<file path="src/hw/bus_cycle_consts.svh">
/*
 * Constants of the local bus cycle unit: status codes, timing figures.
 * Assumes a 200 MHz system clock; included by the unit, clock, checker and bench files, not the package.
 */
// Summary of operation
// - Every cycle opens with a latch strobe pulse
// - Memory-select low: eight memory cycle codes
// - Memory-select high: eight internal cycle codes
// - Workspace pointer update drives new pointer
// - Flags update drives bits 7-11 first
// - Macro-detect samples present input when ready
// - Fetch may precede prior result store
// - Direction low on write, high on read
// - Read strobe low after latch only reading
// - After latch drive write data or float
// - Code, direction, select stable whole cycle
// - Internal cycles other than I/O and emulation: strobes high, direction low
// - One state is one output clock period
// - Ready low adds whole wait states
// - Emulation-code internal cycles pulse a strobe
// - I/O cycles last at least two states
// - Write: latch, address, select, then data, strobe
// - Read: address, latch falls, float, read strobe
// - Page select and code on every memory cycle
// - Ready sampled at output clock falling edge
// - Page select is inverse of status bit 8
`ifndef BUS_CYCLE_CONSTS_SVH
`define BUS_CYCLE_CONSTS_SVH

// Codes with memory select low
`define CODE_SRC_LOCKED   3'h0
`define CODE_SRC          3'h1
`define CODE_IMMEDIATE    3'h2
`define CODE_FETCH        3'h3
`define CODE_DEST         3'h4
`define CODE_INT_ACK      3'h5
`define CODE_WORKSPACE    3'h6
`define CODE_GEN_MEM      3'h7
// Codes with memory select high
`define CODE_ALU_LOCKED   3'h0
`define CODE_ALU          3'h1
`define CODE_RESET        3'h2
`define CODE_IO           3'h3
`define CODE_WP_UPDATE    3'h4
`define CODE_FLAGS_UPDATE 3'h5
`define CODE_MACRO_DET    3'h6
`define CODE_HOLD_GRANT   3'h7

// Flag field placed on the lines during a flags update
`define FLAGS_LO_BIT      7
`define FLAGS_HI_BIT      11
`define PAGE_FLAG_BIT     8

// Least cycle lengths in machine states
`define MIN_STATES_MEM    3'h1
`define MIN_STATES_IO     3'h2

// Output clock half period: 2 system clocks, so one state is 20 ns
`define HALF_PERIOD_NS    10
`define SYS_PERIOD_NS     5
`define HALF_PERIOD_CYC   (`HALF_PERIOD_NS / `SYS_PERIOD_NS)

`endif

</file>
<file path="src/hw/bus_cycle_pkg.sv">
/*
 * Types of the local bus cycle unit.
 * Assumes bus_cycle_consts.svh for the numeric values.
 */
package bus_cycle_pkg;

    // ========================================================
    // Cycle request from the core
    typedef struct packed {
        logic        mem_n;      // Memory-cycle select level
        logic [2:0]  code;       // Bus state code
        logic        read;       // Transfer direction
        logic [15:0] addr;       // Byte address or pointer
        logic [15:0] wdata;      // Write word
        logic        page_flag;  // Status bit 8
        logic [4:0]  flags;      // Status bits 7..11
    } cycle_req_t;

    // ========================================================
    // Bus pin group
    typedef struct packed {
        logic        addr_latch_strobe;
        logic        mem_n;
        logic [2:0]  bus_state_code;
        logic        rd_wr_n;
        logic        read_strobe_n;
        logic        write_strobe_io_clock_n;
        logic        page_select_n;
        logic [15:0] ad_out;
        logic        ad_oe;
    } bus_pins_t;

    typedef enum logic [2:0] {
        ST_IDLE  = 3'b000,
        ST_LATCH = 3'b001,
        ST_DATA  = 3'b010,
        ST_DONE  = 3'b011
    } seq_state_t;

endpackage

</file>
<file path="src/hw/state_clock_gen.sv">
/*
 * Machine state clock divider: output clock plus phase strobes.
 * Assumes a free running system clock; half period from the header.
 */
`timescale 1ns/1ps
`include "bus_cycle_consts.svh"

module state_clock_gen #(
    parameter int unsigned HALF = `HALF_PERIOD_CYC
) (
    input  wire logic clk,       // System clock
    input  wire logic sys_rst,   // Async reset, high
    output logic      clk_out,   // Machine state clock
    output logic      rise_tick, // Pulse: state begins next edge
    output logic      fall_tick  // Pulse: mid-state edge next edge
);
    localparam int CW = (HALF > 1) ? $clog2(HALF) : 1;
    localparam logic [CW-1:0] LAST = CW'(HALF - 1);

    logic [CW-1:0] cnt_q, cnt_d;
    logic          clk_q, clk_d;

    // ========================================================
    // Divider
    always_comb begin
        cnt_d = (cnt_q == LAST) ? '0 : cnt_q + 1'b1;
        clk_d = (cnt_q == LAST) ? ~clk_q : clk_q;
    end

    always_ff @(posedge clk or posedge sys_rst) begin
        if (sys_rst) begin
            cnt_q <= '0;
            clk_q <= 1'b0;
        end else begin
            cnt_q <= cnt_d;
            clk_q <= clk_d;
        end
    end

    assign clk_out   = clk_q;
    assign rise_tick = (cnt_q == LAST) && !clk_q;
    assign fall_tick = (cnt_q == LAST) && clk_q;
endmodule

</file>
<file path="src/hw/bus_cycle_unit.sv">
/*
 * Local bus cycle sequencer: drives the multiplexed address/data bus,
 * the strobes and status outputs for one cycle request at a time.
 * Assumes the core holds a request until cycle_done, inputs are
 * synchronous to clk, and the pad ring resolves ad_out/ad_oe.
 */
`timescale 1ns/1ps
`include "bus_cycle_consts.svh"

module bus_cycle_unit #(
    parameter int unsigned AW = 16
) (
    input  wire logic                        clk,          // 200 MHz
    input  wire logic                        sys_rst,      // Async high
    input  wire logic                        req_valid,    // Cycle wanted
    output logic                             req_ready,    // Taken now
    input  wire bus_cycle_pkg::cycle_req_t   req,          // Request
    output logic                             cycle_done,   // End pulse
    output logic [AW-1:0]                    read_data,    // Read word
    output logic                             app_sampled,  // Present seen
    output logic                             app_present,  // Captured
    input  wire logic                        ready,        // Wait input
    input  wire logic                        attached_proc_present_n, // In
    input  wire logic [AW-1:0]               ad_in,        // Bus in
    output logic [AW-1:0]                    ad_out,       // Bus out
    output logic                             ad_oe,        // Bus drive
    output logic                             addr_latch_strobe, // Latch
    output logic                             mem_n,        // Mem select
    output logic [2:0]                       bus_state_code, // Code
    output logic                             rd_wr_n,      // Direction
    output logic                             read_strobe_n, // Read
    output logic                             write_strobe_io_clock_n, // Wr
    output logic                             page_select_n, // Page
    output logic                             machine_state_clock_out // Clk
);
    logic rise_tick, fall_tick;

    state_clock_gen u_clk (
        .clk       (clk),
        .sys_rst   (sys_rst),
        .clk_out   (machine_state_clock_out),
        .rise_tick (rise_tick),
        .fall_tick (fall_tick)
    );

    // ========================================================
    // Cycle classification from the latched request
    bus_cycle_pkg::cycle_req_t  cur_q, cur_d;
    bus_cycle_pkg::seq_state_t  st_q, st_d;
    bus_cycle_pkg::bus_pins_t   pins_q, pins_d;
    logic [2:0]                 states_q, states_d;
    logic                       ready_q, ready_d;
    logic [AW-1:0]              rdata_q, rdata_d;
    logic                       done_q, done_d;
    logic                       apps_q, apps_d;
    logic                       appv_q, appv_d;

    logic is_io, is_emul, transfers, xfer_read, min_met;

    always_comb begin
        is_io   = cur_q.mem_n && (cur_q.code == `CODE_IO);
        is_emul = cur_q.mem_n && ((cur_q.code == `CODE_ALU_LOCKED) ||
                                  (cur_q.code == `CODE_ALU));
        // Memory cycles, I/O and emulation accesses move data
        transfers = !cur_q.mem_n || is_io || is_emul;
        xfer_read = transfers && cur_q.read;
        min_met = (states_q >= (is_io ? `MIN_STATES_IO
                                      : `MIN_STATES_MEM));
    end

    // Address phase contents depend on the code
    function automatic logic [AW-1:0] addr_phase(
        input bus_cycle_pkg::cycle_req_t r);
        logic [AW-1:0] a;
        a = r.addr;
        if (r.mem_n && r.code == `CODE_FLAGS_UPDATE) begin
            a = '0;
            a[`FLAGS_HI_BIT:`FLAGS_LO_BIT] = r.flags;
        end
        return a;
    endfunction

    // ========================================================
    // Sequencer
    always_comb begin
        st_d     = st_q;
        cur_d    = cur_q;
        pins_d   = pins_q;
        states_d = states_q;
        ready_d  = ready_q;
        rdata_d  = rdata_q;
        done_d   = 1'b0;
        apps_d   = 1'b0;
        appv_d   = appv_q;
        req_ready = 1'b0;
        unique case (st_q)
            bus_cycle_pkg::ST_IDLE: begin
                // Starting only at a state boundary keeps whole states
                if (req_valid && rise_tick) begin
                    req_ready = 1'b1;
                    cur_d = req;
                    st_d  = bus_cycle_pkg::ST_LATCH;
                    states_d = 3'h1;
                    pins_d.addr_latch_strobe = 1'b1;
                    pins_d.mem_n = req.mem_n;
                    pins_d.bus_state_code = req.code;
                    // Internal cycles other than I/O and emulation go low
                    pins_d.rd_wr_n = req.read &&
                        (!req.mem_n || (req.code == `CODE_IO) ||
                         (req.code == `CODE_ALU_LOCKED) ||
                         (req.code == `CODE_ALU));
                    pins_d.page_select_n = ~req.page_flag;
                    pins_d.ad_out = addr_phase(req);
                    pins_d.ad_oe  = 1'b1;
                    pins_d.read_strobe_n = 1'b1;
                    pins_d.write_strobe_io_clock_n = 1'b1;
                end
            end
            bus_cycle_pkg::ST_LATCH: begin
                // Latch strobe high for the first half of the state
                if (fall_tick) begin
                    pins_d.addr_latch_strobe = 1'b0;
                    ready_d = ready;
                    if (xfer_read) begin
                        pins_d.ad_oe = 1'b0;
                        pins_d.read_strobe_n = 1'b0;
                    end else if (transfers) begin
                        pins_d.ad_out = cur_q.wdata;
                        pins_d.write_strobe_io_clock_n = 1'b0;
                    end else begin
                        pins_d.ad_oe = 1'b0;
                    end
                    st_d = bus_cycle_pkg::ST_DATA;
                end
            end
            bus_cycle_pkg::ST_DATA: begin
                if (fall_tick) begin
                    ready_d = ready;
                end
                if (rise_tick) begin
                    if (ready_q && min_met) begin
                        st_d = bus_cycle_pkg::ST_DONE;
                        if (xfer_read) begin
                            rdata_d = ad_in;
                        end
                        if (cur_q.mem_n &&
                            cur_q.code == `CODE_MACRO_DET) begin
                            apps_d = 1'b1;
                            appv_d = ~attached_proc_present_n;
                        end
                    end else begin
                        // Code, select, direction held unchanged
                        states_d = (states_q == 3'h7) ? states_q
                                   : states_q + 3'h1;
                    end
                end
            end
            bus_cycle_pkg::ST_DONE: begin
                // Strobes release one system clock after the state boundary; next cycle
                // may begin on the following boundary. Fetches may
                // be requested ahead of stores by the core.
                pins_d.read_strobe_n = 1'b1;
                pins_d.write_strobe_io_clock_n = 1'b1;
                pins_d.ad_oe = 1'b0;
                done_d = 1'b1;
                st_d = bus_cycle_pkg::ST_IDLE;
            end
            default: st_d = bus_cycle_pkg::ST_IDLE;
        endcase
    end

    always_ff @(posedge clk or posedge sys_rst) begin
        if (sys_rst) begin
            st_q     <= bus_cycle_pkg::ST_IDLE;
            cur_q    <= '0;
            pins_q   <= '{addr_latch_strobe: 1'b0, mem_n: 1'b1,
                          bus_state_code: 3'h7, rd_wr_n: 1'b1,
                          read_strobe_n: 1'b1,
                          write_strobe_io_clock_n: 1'b1,
                          page_select_n: 1'b1, ad_out: 16'h0000,
                          ad_oe: 1'b0};
            states_q <= 3'h0;
            ready_q  <= 1'b1;
            rdata_q  <= '0;
            done_q   <= 1'b0;
            apps_q   <= 1'b0;
            appv_q   <= 1'b0;
        end else begin
            st_q     <= st_d;
            cur_q    <= cur_d;
            pins_q   <= pins_d;
            states_q <= states_d;
            ready_q  <= ready_d;
            rdata_q  <= rdata_d;
            done_q   <= done_d;
            apps_q   <= apps_d;
            appv_q   <= appv_d;
        end
    end

    // ========================================================
    // Outputs
    assign ad_out                  = pins_q.ad_out;
    assign ad_oe                   = pins_q.ad_oe;
    assign addr_latch_strobe       = pins_q.addr_latch_strobe;
    assign mem_n                   = pins_q.mem_n;
    assign bus_state_code          = pins_q.bus_state_code;
    assign rd_wr_n                 = pins_q.rd_wr_n;
    assign read_strobe_n           = pins_q.read_strobe_n;
    assign write_strobe_io_clock_n = pins_q.write_strobe_io_clock_n;
    assign page_select_n           = pins_q.page_select_n;
    assign cycle_done              = done_q;
    assign read_data               = rdata_q;
    assign app_sampled             = apps_q;
    assign app_present             = appv_q;
endmodule

</file>
<file path="config.mk">
export PLATFORM = sky130hd
export DESIGN_NAME = bus_cycle_unit
export DESIGN_NICKNAME = d
export VERILOG_FILES = /design/src/hw/bus_cycle_pkg.sv /design/src/hw/state_clock_gen.sv /design/src/hw/bus_cycle_unit.sv
export VERILOG_INCLUDE_DIRS = /design/src /design/src/hw
export SDC_FILE = /design/constraint.sdc
export NUM_CORES = 1
export LEC_CHECK = 0
export ABC_AREA = 1
export ABC_CLOCK_PERIOD_IN_PS = 2450
export BUFFER_PORTS_ARGS = -buffer_cell sky130_fd_sc_hd__buf_2
export CORE_MARGIN = 1.5
export CORE_UTILIZATION = 50
export CTS_CLUSTER_SIZE = 14
export DETAILED_ROUTE_END_ITERATION = 6
export MAX_ROUTING_LAYER = met4
export PLACE_DENSITY = 0.84
export SLEW_MARGIN = 10
export SYNTH_ARGS = -nofsm -noshare
export SYNTH_HDL_FRONTEND = slang
export SYNTH_SLANG_ARGS = --single-unit
</file>
<file path="constraint.sdc">
create_clock -name clk -period 2.45 [get_ports clk]
set_input_delay 0.1225 -clock clk [delete_from_list [all_inputs] [get_ports clk]]
set_output_delay 0.1225 -clock clk [all_outputs]
set_load 0.05 [all_outputs]
</file>
---- After elaboration in Yosys (flattened, before gate mapping) ----
Index checks and enable logic that the tools add are counted.
operators by class
  add/subtract/negate cells ............... 2
  $mul .................................... 0
  divide/modulo/power cells ............... 0
  $lt $le $gt $ge ......................... 1
  equal/unequal tests ..................... 20
  shift-type cells ........................ 0
  muxes and demuxes ....................... 34
  bitwise gates (word level) .............. 3
  reductions and logical operators ........ 37
operator list
  kind                                           number
  2-to-1 mux 16 bit                              3
  one-hot mux 16 bit (2 select lines)            1
  2-to-1 mux 26 bit                              1
  2-to-1 mux 3 bit                               7
  AND reduction 4 bit                            5
  != test 2 bit, second input constant           9
  2-to-1 mux 17 bit                              1
  AND reduction 5 bit                            3
  2-to-1 mux 1 bit                               14
  == test 3 x 2 -> 1 bit, second input constant  4
  logical AND 1 bit                              10
  == test 3 x 1 -> 1 bit, second input constant  3
  == test 3 bit, second input constant           3
  zero test 3 bit                                3
  one-hot mux 3 bit (3 select lines)             1
  logical OR 1 bit                               6
  one-hot mux 2 bit (3 select lines)             1
  one-hot mux 3 bit (2 select lines)             1
  2-to-1 mux 2 bit                               2
  AND reduction 2 bit                            2
  nonzero test 2 bit                             2
  adder 3 x 1 -> 3 bit, second input constant    1
  greater-or-equal comparator 3 x 2 -> 1 bit     1
  zero test 1 bit                                3
  8 further kinds                                10
storage, ports and cells
  flip-flop bits (word level) ............. 75
  latch bits .............................. 0
  bits in writable memories ............... 0
  ROM bits ................................ 0
  bits of input ports ..................... 64
  output and inout port bits .............. 47
  word-level logic and storage cells ...... 119
  memories kept ........................... 0

---- Depth between registers and ports, before layout ----
Gate-level depths: netlist of the first run.
  depth in word-level cells ............... 8
  depth in mapped cells ................... 12
  mapped depth without buffers ............ 12

---- Cells and area by module ----
A second synthesis of the first run with hierarchy kept.
unflattened totals
  cells, all modules ...................... 463
  area, all modules ....................... 3647.2 um^2
by module, submodules not included
  module           instances  cells each  area each (um^2)  sequential area each (um^2)
  bus_cycle_unit   1          452         3563.4            1813.0
  state_clock_gen  1          11          83.8              50.0

---- Worst setup path before layout of the first run ----
No wires, ideal clock.
  kind .................................... register -> register
  start point ............................. register cur_q[41] (netlist name)
  end point ............................... register states_q[1]
  library setup time ...................... 0.117 ns
  data arrival time ....................... 1.576 ns
  required time ........................... 2.333 ns
  path slack .............................. 0.757 ns
  stages on the path, launching flop included .. 13
  buffers on the path ..................... 1
  period minus slack after synthesis ...... 1.693 ns
  cells stage by stage .................... dfrtp_1 -> inv_1 -> nand4_1 -> ha_1 -> inv_1 -> nand2_1 -> nand2_1 -> nand2_1 -> nand3_1 -> clkbuf_1 -> nand2_1 -> nand2_1 -> nand2_1
between the ends
  word-level cells in the longest chain between the ends .. 7
RTL lines
  item                                        RTL line               RTL
  from (decl)                                 bus_cycle_unit.sv:48   bus_cycle_pkg::cycle_req_t cur_q, cur_d;
  from (signal assigned)                      bus_cycle_unit.sv:190  cur_q <= cur_d;
  == test 3 x 2 -> 1 bit (no line)            n/a
  logical AND 1 bit                           bus_cycle_unit.sv:61   is_io = cur_q.mem_n && (cur_q.code == `CODE_IO);
  2-to-1 mux 2 bit (no line)                  n/a
  greater-or-equal comparator 3 x 2 -> 1 bit  bus_cycle_unit.sv:67   min_met = (states_q >= (is_io ? `MIN_STATES_IO
  logical AND 1 bit                           bus_cycle_unit.sv:141  if (ready_q && min_met) begin
  != test 2 bit (no line)                     n/a
  AND reduction 5 bit (no line)               n/a
  to (signal assigned)                        bus_cycle_unit.sv:192  states_q <= states_d;
  to (decl)                                   bus_cycle_unit.sv:51   logic [2:0] states_q, states_d;
Every way passes these cells.
A chain may end at the register's enable or synchronous reset.

---- Final worst setup path of the first run ----
  start point ............................. register st_q[0]
  end point ............................... output req_ready
between the ends
  word-level cells in the longest chain between the ends .. 2
RTL lines
  item                    RTL line               RTL
  from (decl)             bus_cycle_unit.sv:49   bus_cycle_pkg::seq_state_t st_q, st_d;
  from (signal assigned)  bus_cycle_unit.sv:174  st_q <= bus_cycle_pkg::ST_IDLE;
  from (signal assigned)  bus_cycle_unit.sv:189  st_q <= st_d;
  zero test 3 bit         bus_cycle_unit.sv:96   unique case (st_q)
  2-to-1 mux 1 bit        bus_cycle_unit.sv:96
  to (decl)               bus_cycle_unit.sv:16   output logic req_ready,
Every way passes these cells.

==> results of run 1 <==
worst reg2reg max path, stage by stage (launching register included):
cell     delay [ns]
dfrtp_1        0.38
inv_1          0.08
nand4_1        0.12
ha_1           0.30
inv_1          0.03
nand2_1        0.04
nand2_1        0.04
nand2_1        0.08
nand3_1        0.22
buf_4          0.27
o21ai_0        0.20
nand2_1        0.08
kinds of logic (layout without fill, tap and decap cells):
logic type,count (synthesis),count (layout),share of synthesized area
buffers and inverters,44,193,0.0550
muxes,1,1,0.00322
adders and majority gates,9,9,0.0322
and+or+nand+nor,289,289,0.339
DFF,74,74,0.532
AOI/OAI and AO/OA,27,27,0.0386
report_power, final:
| part | switching (W) | internal, W |
|---|---|---|
| Sequential | 0.000332 | 0.00181 |
| Combinational | 0.00248 | 0.000841 |
| Clock | 0.000449 | 0.000575 |
| Total | 0.00326 | 0.00323 |
worst max-delay path by stage:
stage | startpoint | slack, ns | end | depth (start not counted)
2_1_floorplan | sys_rst | 0.46 | ad_oe | 1
4_1_cts | st_q[0] | 0.38 | req_ready | 5
3_5_place_dp | cur_q[41] | 0.49 | read_data[1] | 11
3_3_place_gp | cur_q[41] | 0.65 | read_data[5] | 11
5_1_grt | cur_q[41] | 0.29 | read_data[15] | 11
6_report | st_q[0] | 0.38 | req_ready | 5
cell usage in the layout (no fill, tap or decap), drive strengths merged:
cell type / netlist / final
a21oi: 3 / 3
buf: 10 / 115
bufinv: 0 / 2
clkbuf: 4 / 11
clkinv: 0 / 2
dfrtp: 65 / 65
dfstp: 9 / 9
dlygate4sd3: 0 / 32
ha: 9 / 9
inv: 30 / 31
mux2: 1 / 1
nand2: 231 / 231
nand3: 37 / 37
nand4: 3 / 3
nor2: 17 / 17
nor3: 1 / 1
o21ai: 24 / 24
flip-flops by register name (all words and copies together), names as in the netlist, 2 cells and up:
signal / flops
states_q: 3
st_q: 2
read_data: 16
bus_state_code: 3
cur_q: 21
ad_out: 16
through the flow:
step / std cells / total power (W) / utilization / hold slack, ns / cell area, µm²
floorplan: 444 / 0.00468 / - / 0.197 / 3500
global placement: 641 / 0.00534 / 0.610 / 0.231 / 4140
detailed placement: 641 / 0.00543 / 0.610 / 0.232 / 4140
CTS: 689 / 0.00649 / 0.688 / 0.00220 / 4670
global route: 689 / 0.00695 / 0.688 / 0.00376 / 4670
finish: 689 / 0.00649 / 0.688 / 0.00682 / 4670
synth_stat cells:
cell type  count
nand2_1      229
dfrtp_1       65
nand3_1       36
inv_1         27
o21ai_0       23
nor2_1        12
dfstp_2        9
ha_1           9
buf_2          7
clkbuf_1       4
a21oi_1        3
inv_2          3
nor2_2         3
buf_6          2
nand2_2        2
nand4_1        2
nor2_4         2
buf_4          1
mux2_2         1
nand3_2        1
nand4_4        1
nor3_1         1
o21ai_1        1
layer usage:
layer	vias to the layer above	GRT usage
met5	-	-
met4	0	0.117
met3	22	0.0533
met2	126	0.414
li1	1669	-
met1	1556	0.330
timing repair:
item	4_1_cts	5_1_grt
hold buffers	32	0
gates resized for setup	0	0
endpoints found under the hold margin	96	0
final cells by class:
cell class              instances  share of cell area
flip-flops and latches         74               0.399
multi-input cells             326               0.310
repair buffers                147               0.197
clock buffers                  11              0.0281
well taps                      96              0.0257
inverters                      30              0.0241
clock inverters                 5              0.0169
==> impl_metrics.ini, run 1 <==
[clocking]
clockRootBuffer = clkbuf_8
clockBufferDepth = 2
path_clk_slew_ns = 0.07
cts_inserted_buffers = 9
cts_tree = yes
clk_latency_ns = 0.35
postCtsSetupBuffers = 0
cts_max_level = 3
clock-sinks = 74

[logic_synthesis]
syn_avg_cell_area_um2 = 7.89
synthCells = 444
synth_area_leaders = dfrtp_1 (46%), nand2_1 (25%), dfstp_2 (6.8%)
yosysTopAreaCell = dfrtp_1
synth_top_area_share = 0.464
synthesis.area_um2 = 3500
syn_nets = 517
yosysSeqAreaShare = 0.532
synth-seq-cells = 74
synth_warnings = 0
ys_types = 23

[die]
die_h_um = 86.7
start_util = 0.515
die_x_um = 86.7
rows = 30
ios = 111
core_um2 = 6790
dieArea_um2 = 7520

[critical_path]
cp_slowest_cell = dfrtp_1
cpPeakStageDelay_ns = 0.46
cp-end-kind = output pin
required_ns = 2.33
cpMostUsedCell = inv_1
r2r_end = read_data[1]
reg2regPathDepth = 11
path_buf_inv = 3
crit_chain = inv_1 -> ha_1 -> inv_1 -> nor2_2 -> buf_2
critPathTopFamily = buffers and inverters
cp_data_arrival_time_ns = 1.95
path_max_fanout = 8
timing.rr.start = cur_q[41]
cp-start-kind = flop
r2r_slack_ns = 0.50
worstSetupPathType = flop to output pin

[route]
dr.max_layer_used = met4
via_per_inst = 4.90
wl_met3_um = 509
wl_met1_um = 3880
route.detailed.wl_per_inst_um = 12.8
firstDrtPassIters = 4
routed-wl-met2_um = 4220
drt_iter0_markers = 190
drc_errors = 0
drt_wl_total_um = 8850
ant_nets = 0
vias = 3373

[run_status]
status = finished clean

[hold_path]
hold_depth = 3
hold_start = req[18]
holdPathEnd = cur_q[18]
holdCritPathClass = primary input to flop

[timing]
setup_tns_ns = 0
rsz0062_at_grt = no
hold_violations = 0
finalClockSkew_ns = 0.00878
slew_violations = 0
min_period_over_period = 0.847
fin_ws_ns = 0.375
min_period_ns = 2.07
fmax_ghz = 0.482
relSlewSlack = 0.575
tightest_slew_ns = 0.637
finalSetupViolCount = 0

[power_and_ir_drop]
p_per_area_nw_per_um2 = 1390
peakVddDrop_mv = 0.946
leakage_nw = 2.60

[placed_design]
portBuffers = 110
dp_slack_ns = 0.489
hpwl_um = 5980
gp_congestion = 0.906

[grt]
grt-ovfl-total = 0
grt_first_pass_wirelength_um = 14800
grt_pass1_vias = 3278
gr-usage-all-layers = 0.263
grt_max_degree = 75
antenna_found_initial = 0

[final_layout]
multi_input_comb_area_um2 = 1450
fillers = 547
register_area_um2 = 1860
area_growth_pct = 33.4
n_antenna_cell = 0
drive_gt1_frac = 0.256
finalNetCount = 661

[run]
drv_cap = 0
No activity file was read; power rests on OpenSTA's default activity.
==> run 2, diff against run 1 <==
--- a/config.mk
+++ b/config.mk
@@ -7,7 +7,7 @@
 export NUM_CORES = 1
 export LEC_CHECK = 0
 export ABC_AREA = 1
-export ABC_CLOCK_PERIOD_IN_PS = 2450
+export ABC_CLOCK_PERIOD_IN_PS = 2020
 export BUFFER_PORTS_ARGS = -buffer_cell sky130_fd_sc_hd__buf_2
 export CORE_MARGIN = 1.5
 export CORE_UTILIZATION = 50
==> constraint.sdc (replaced) <==
create_clock -name clk -period 2.02 [get_ports clk]
set_input_delay 0.101 -clock clk [delete_from_list [all_inputs] [get_ports clk]]
set_output_delay 0.101 -clock clk [all_outputs]
set_load 0.05 [all_outputs]
==> run 2 against run 1 <==
Critical path depth up 1. Die area stayed put. Sequential share of layout area is 1.1 points lower. Power rose by 23%. Routed wire length up 4.3%. Worst setup slack lost 0.25 ns. Non-clock buffer count grew 13. Utilization up 2.0 points. Critical endpoint unchanged. Highest routed layer unchanged.
==> impl_metrics.ini, run 2 (synthesis results as in run 1) <==
[route]
via_per_inst = 5.03
vias = 3531
route.detailed.wl_per_inst_um = 13.2
drt_iter0_markers = 230
firstDrtPassIters = 5
drt_wl_total_um = 9240
ant_nets = 0
drc_errors = 0

[power_and_ir_drop]
clkPwrFrac = 0.157
combPwrFrac = 0.517
peakVddDrop_mv = 1.16
power.switching_w = 0.00403
p_per_area_nw_per_um2 = 1660
intPower_w = 0.00395
seq_power_share = 0.326
p_sw_frac = 0.505
leakage_nw = 2.66

[critical_path]
worstSetupPathType = flop to output pin
r2r_end = read_data[14]
cp_slowest_cell = dfrtp_1
r2r_slack_ns = 0.15
cpPeakStageDelay_ns = 0.45
cp_data_arrival_time_ns = 1.80
cp-end-kind = output pin
crit_chain = inv_1 -> ha_1 -> inv_1 -> nor2_2 -> buf_4 -> buf_4
cp-start-kind = flop
required_ns = 1.92
reg2regPathDepth = 13
path_max_fanout = 15
timing.rr.start = cur_q[41]

[hold_path]
hold_start = req[28]
hold_depth = 5
holdCritPathClass = primary input to flop
holdPathEnd = ad_out[6]

[final_layout]
finalNetCount = 674
drive_gt1_frac = 0.261
n_antenna_cell = 0
post-route-util = 0.708
largest_reg_flops = 21
final_cell_mix = nand2_1 (229), buf_2 (109), dfrtp_1 (65), dlygate4sd3_1 (41), nand3_1 (36)
layout_commonest_cell = nand2_1
regMostFlops = cur_q
area_growth_pct = 37.3

[placed_design]
dp_slack_ns = 0.105
portBuffers = 110
gp_congestion = 0.935
hpwl_um = 6030

[timing]
hold_violations = 0
finalSetupViolCount = 0
tightest_slew_ns = 0.504
fmax_ghz = 0.527
finalClockSkew_ns = 0.00955
min_period_over_period = 0.939
min_period_ns = 1.90
relSlewSlack = 0.663
fin_ws_ns = 0.122
slew_violations = 0

[die]
die_x_um = 86.7
rows = 30
start_util = 0.515
core_um2 = 6790
dieArea_um2 = 7520
ios = 111
die_h_um = 86.7

[clocking]
clockRootBuffer = clkbuf_8
cts_tree = yes
path_clk_slew_ns = 0.08
clock-sinks = 74
clk_latency_ns = 0.35
clockBufferDepth = 2
cts_max_level = 3
cts_inserted_buffers = 9

[grt]
grt_pass1_vias = 3341
grt_first_pass_wirelength_um = 15200
grt_max_degree = 75
antenna_found_initial = 0
grt-ovfl-total = 0
gr-usage-all-layers = 0.270

[run]
drv_cap = 0

[run_status]
status = finished clean
## run 2: cell count changes in the layout (fill, tap and decap cells not counted), sizes merged
cell         before  now
clkinv            2    4
dlygate4sd3      32   41
buf             115  119
clkbuf           11    9
## run 2: cell type report
cell class / instances / area (µm²)
well taps: 96 / 120
clock buffers: 9 / 124
flip-flops and latches: 74 / 1860
repair buffers: 160 / 1050
clock inverters: 7 / 92.6
inverters: 30 / 113
multi-input cells: 326 / 1450
fillers: 508 / 1980
## run 2: repair_timing
action / CTS / global route
hold buffers: 41 / 0
setup endpoints to repair: 0 / 17
resized for setup: 0 / 4
hold endpoints to repair: 106 / 0
buffers inserted: 0 / 3
## run 2: per-layer routing
layer	up-vias	part of all wire	global-route usage
li1	1704	-	-
met1	1652	0.42	0.331
met2	152	0.48	0.425
met3	23	0.070	0.0733
met4	0	0.023	0.111
met5	-	0	-
## run 2: per-stage QoR
step	hold slack, ns	cells	power, W	setup TNS, ns	area (µm²)
global placement	0.207	642	0.00647	0	4150
finish	0.0653	702	0.00798	0	4810
global route	0.0792	702	0.00854	-0.0123	4810
floorplan	0.176	444	0.00567	0	3500
CTS	0.0501	699	0.00794	0	4780
detailed placement	0.217	642	0.00660	0	4150
## run 2: worst max path at each step
stage	start	to	slack (ns)	cells after the start
2_1_floorplan	sys_rst	ad_oe	0.05	1
3_3_place_gp	cur_q[41]	read_data[1]	0.25	12
3_5_place_dp	cur_q[41]	read_data[7]	0.10	12
4_1_cts	st_q[0]	req_ready	0.06	6
5_1_grt	cur_q[41]	read_data[14]	-0.01	13
6_report	st_q[0]	req_ready	0.12	6
## run 2: power by group through the flow
stage | clock network [W] | registers, W | logic, W
final | 0.00125 | 0.00260 | 0.00413
after detailed placement | 0 | 0.00260 | 0.00401
after global routing | 0.00136 | 0.00268 | 0.00450
after CTS | 0.00128 | 0.00259 | 0.00408
after global placement | 0 | 0.00259 | 0.00388
after floorplan | 0 | 0.00396 | 0.00171
## run 2: worst max-delay path, delay by kind of cell (launching register included)
| kind | cells | cell delay, ns |
|---|---|---|
| buf+inv | 4 | 0.67 |
| flops | 1 | 0.45 |
| fa+ha+maj | 1 | 0.22 |
| simple gates | 1 | 0.11 |
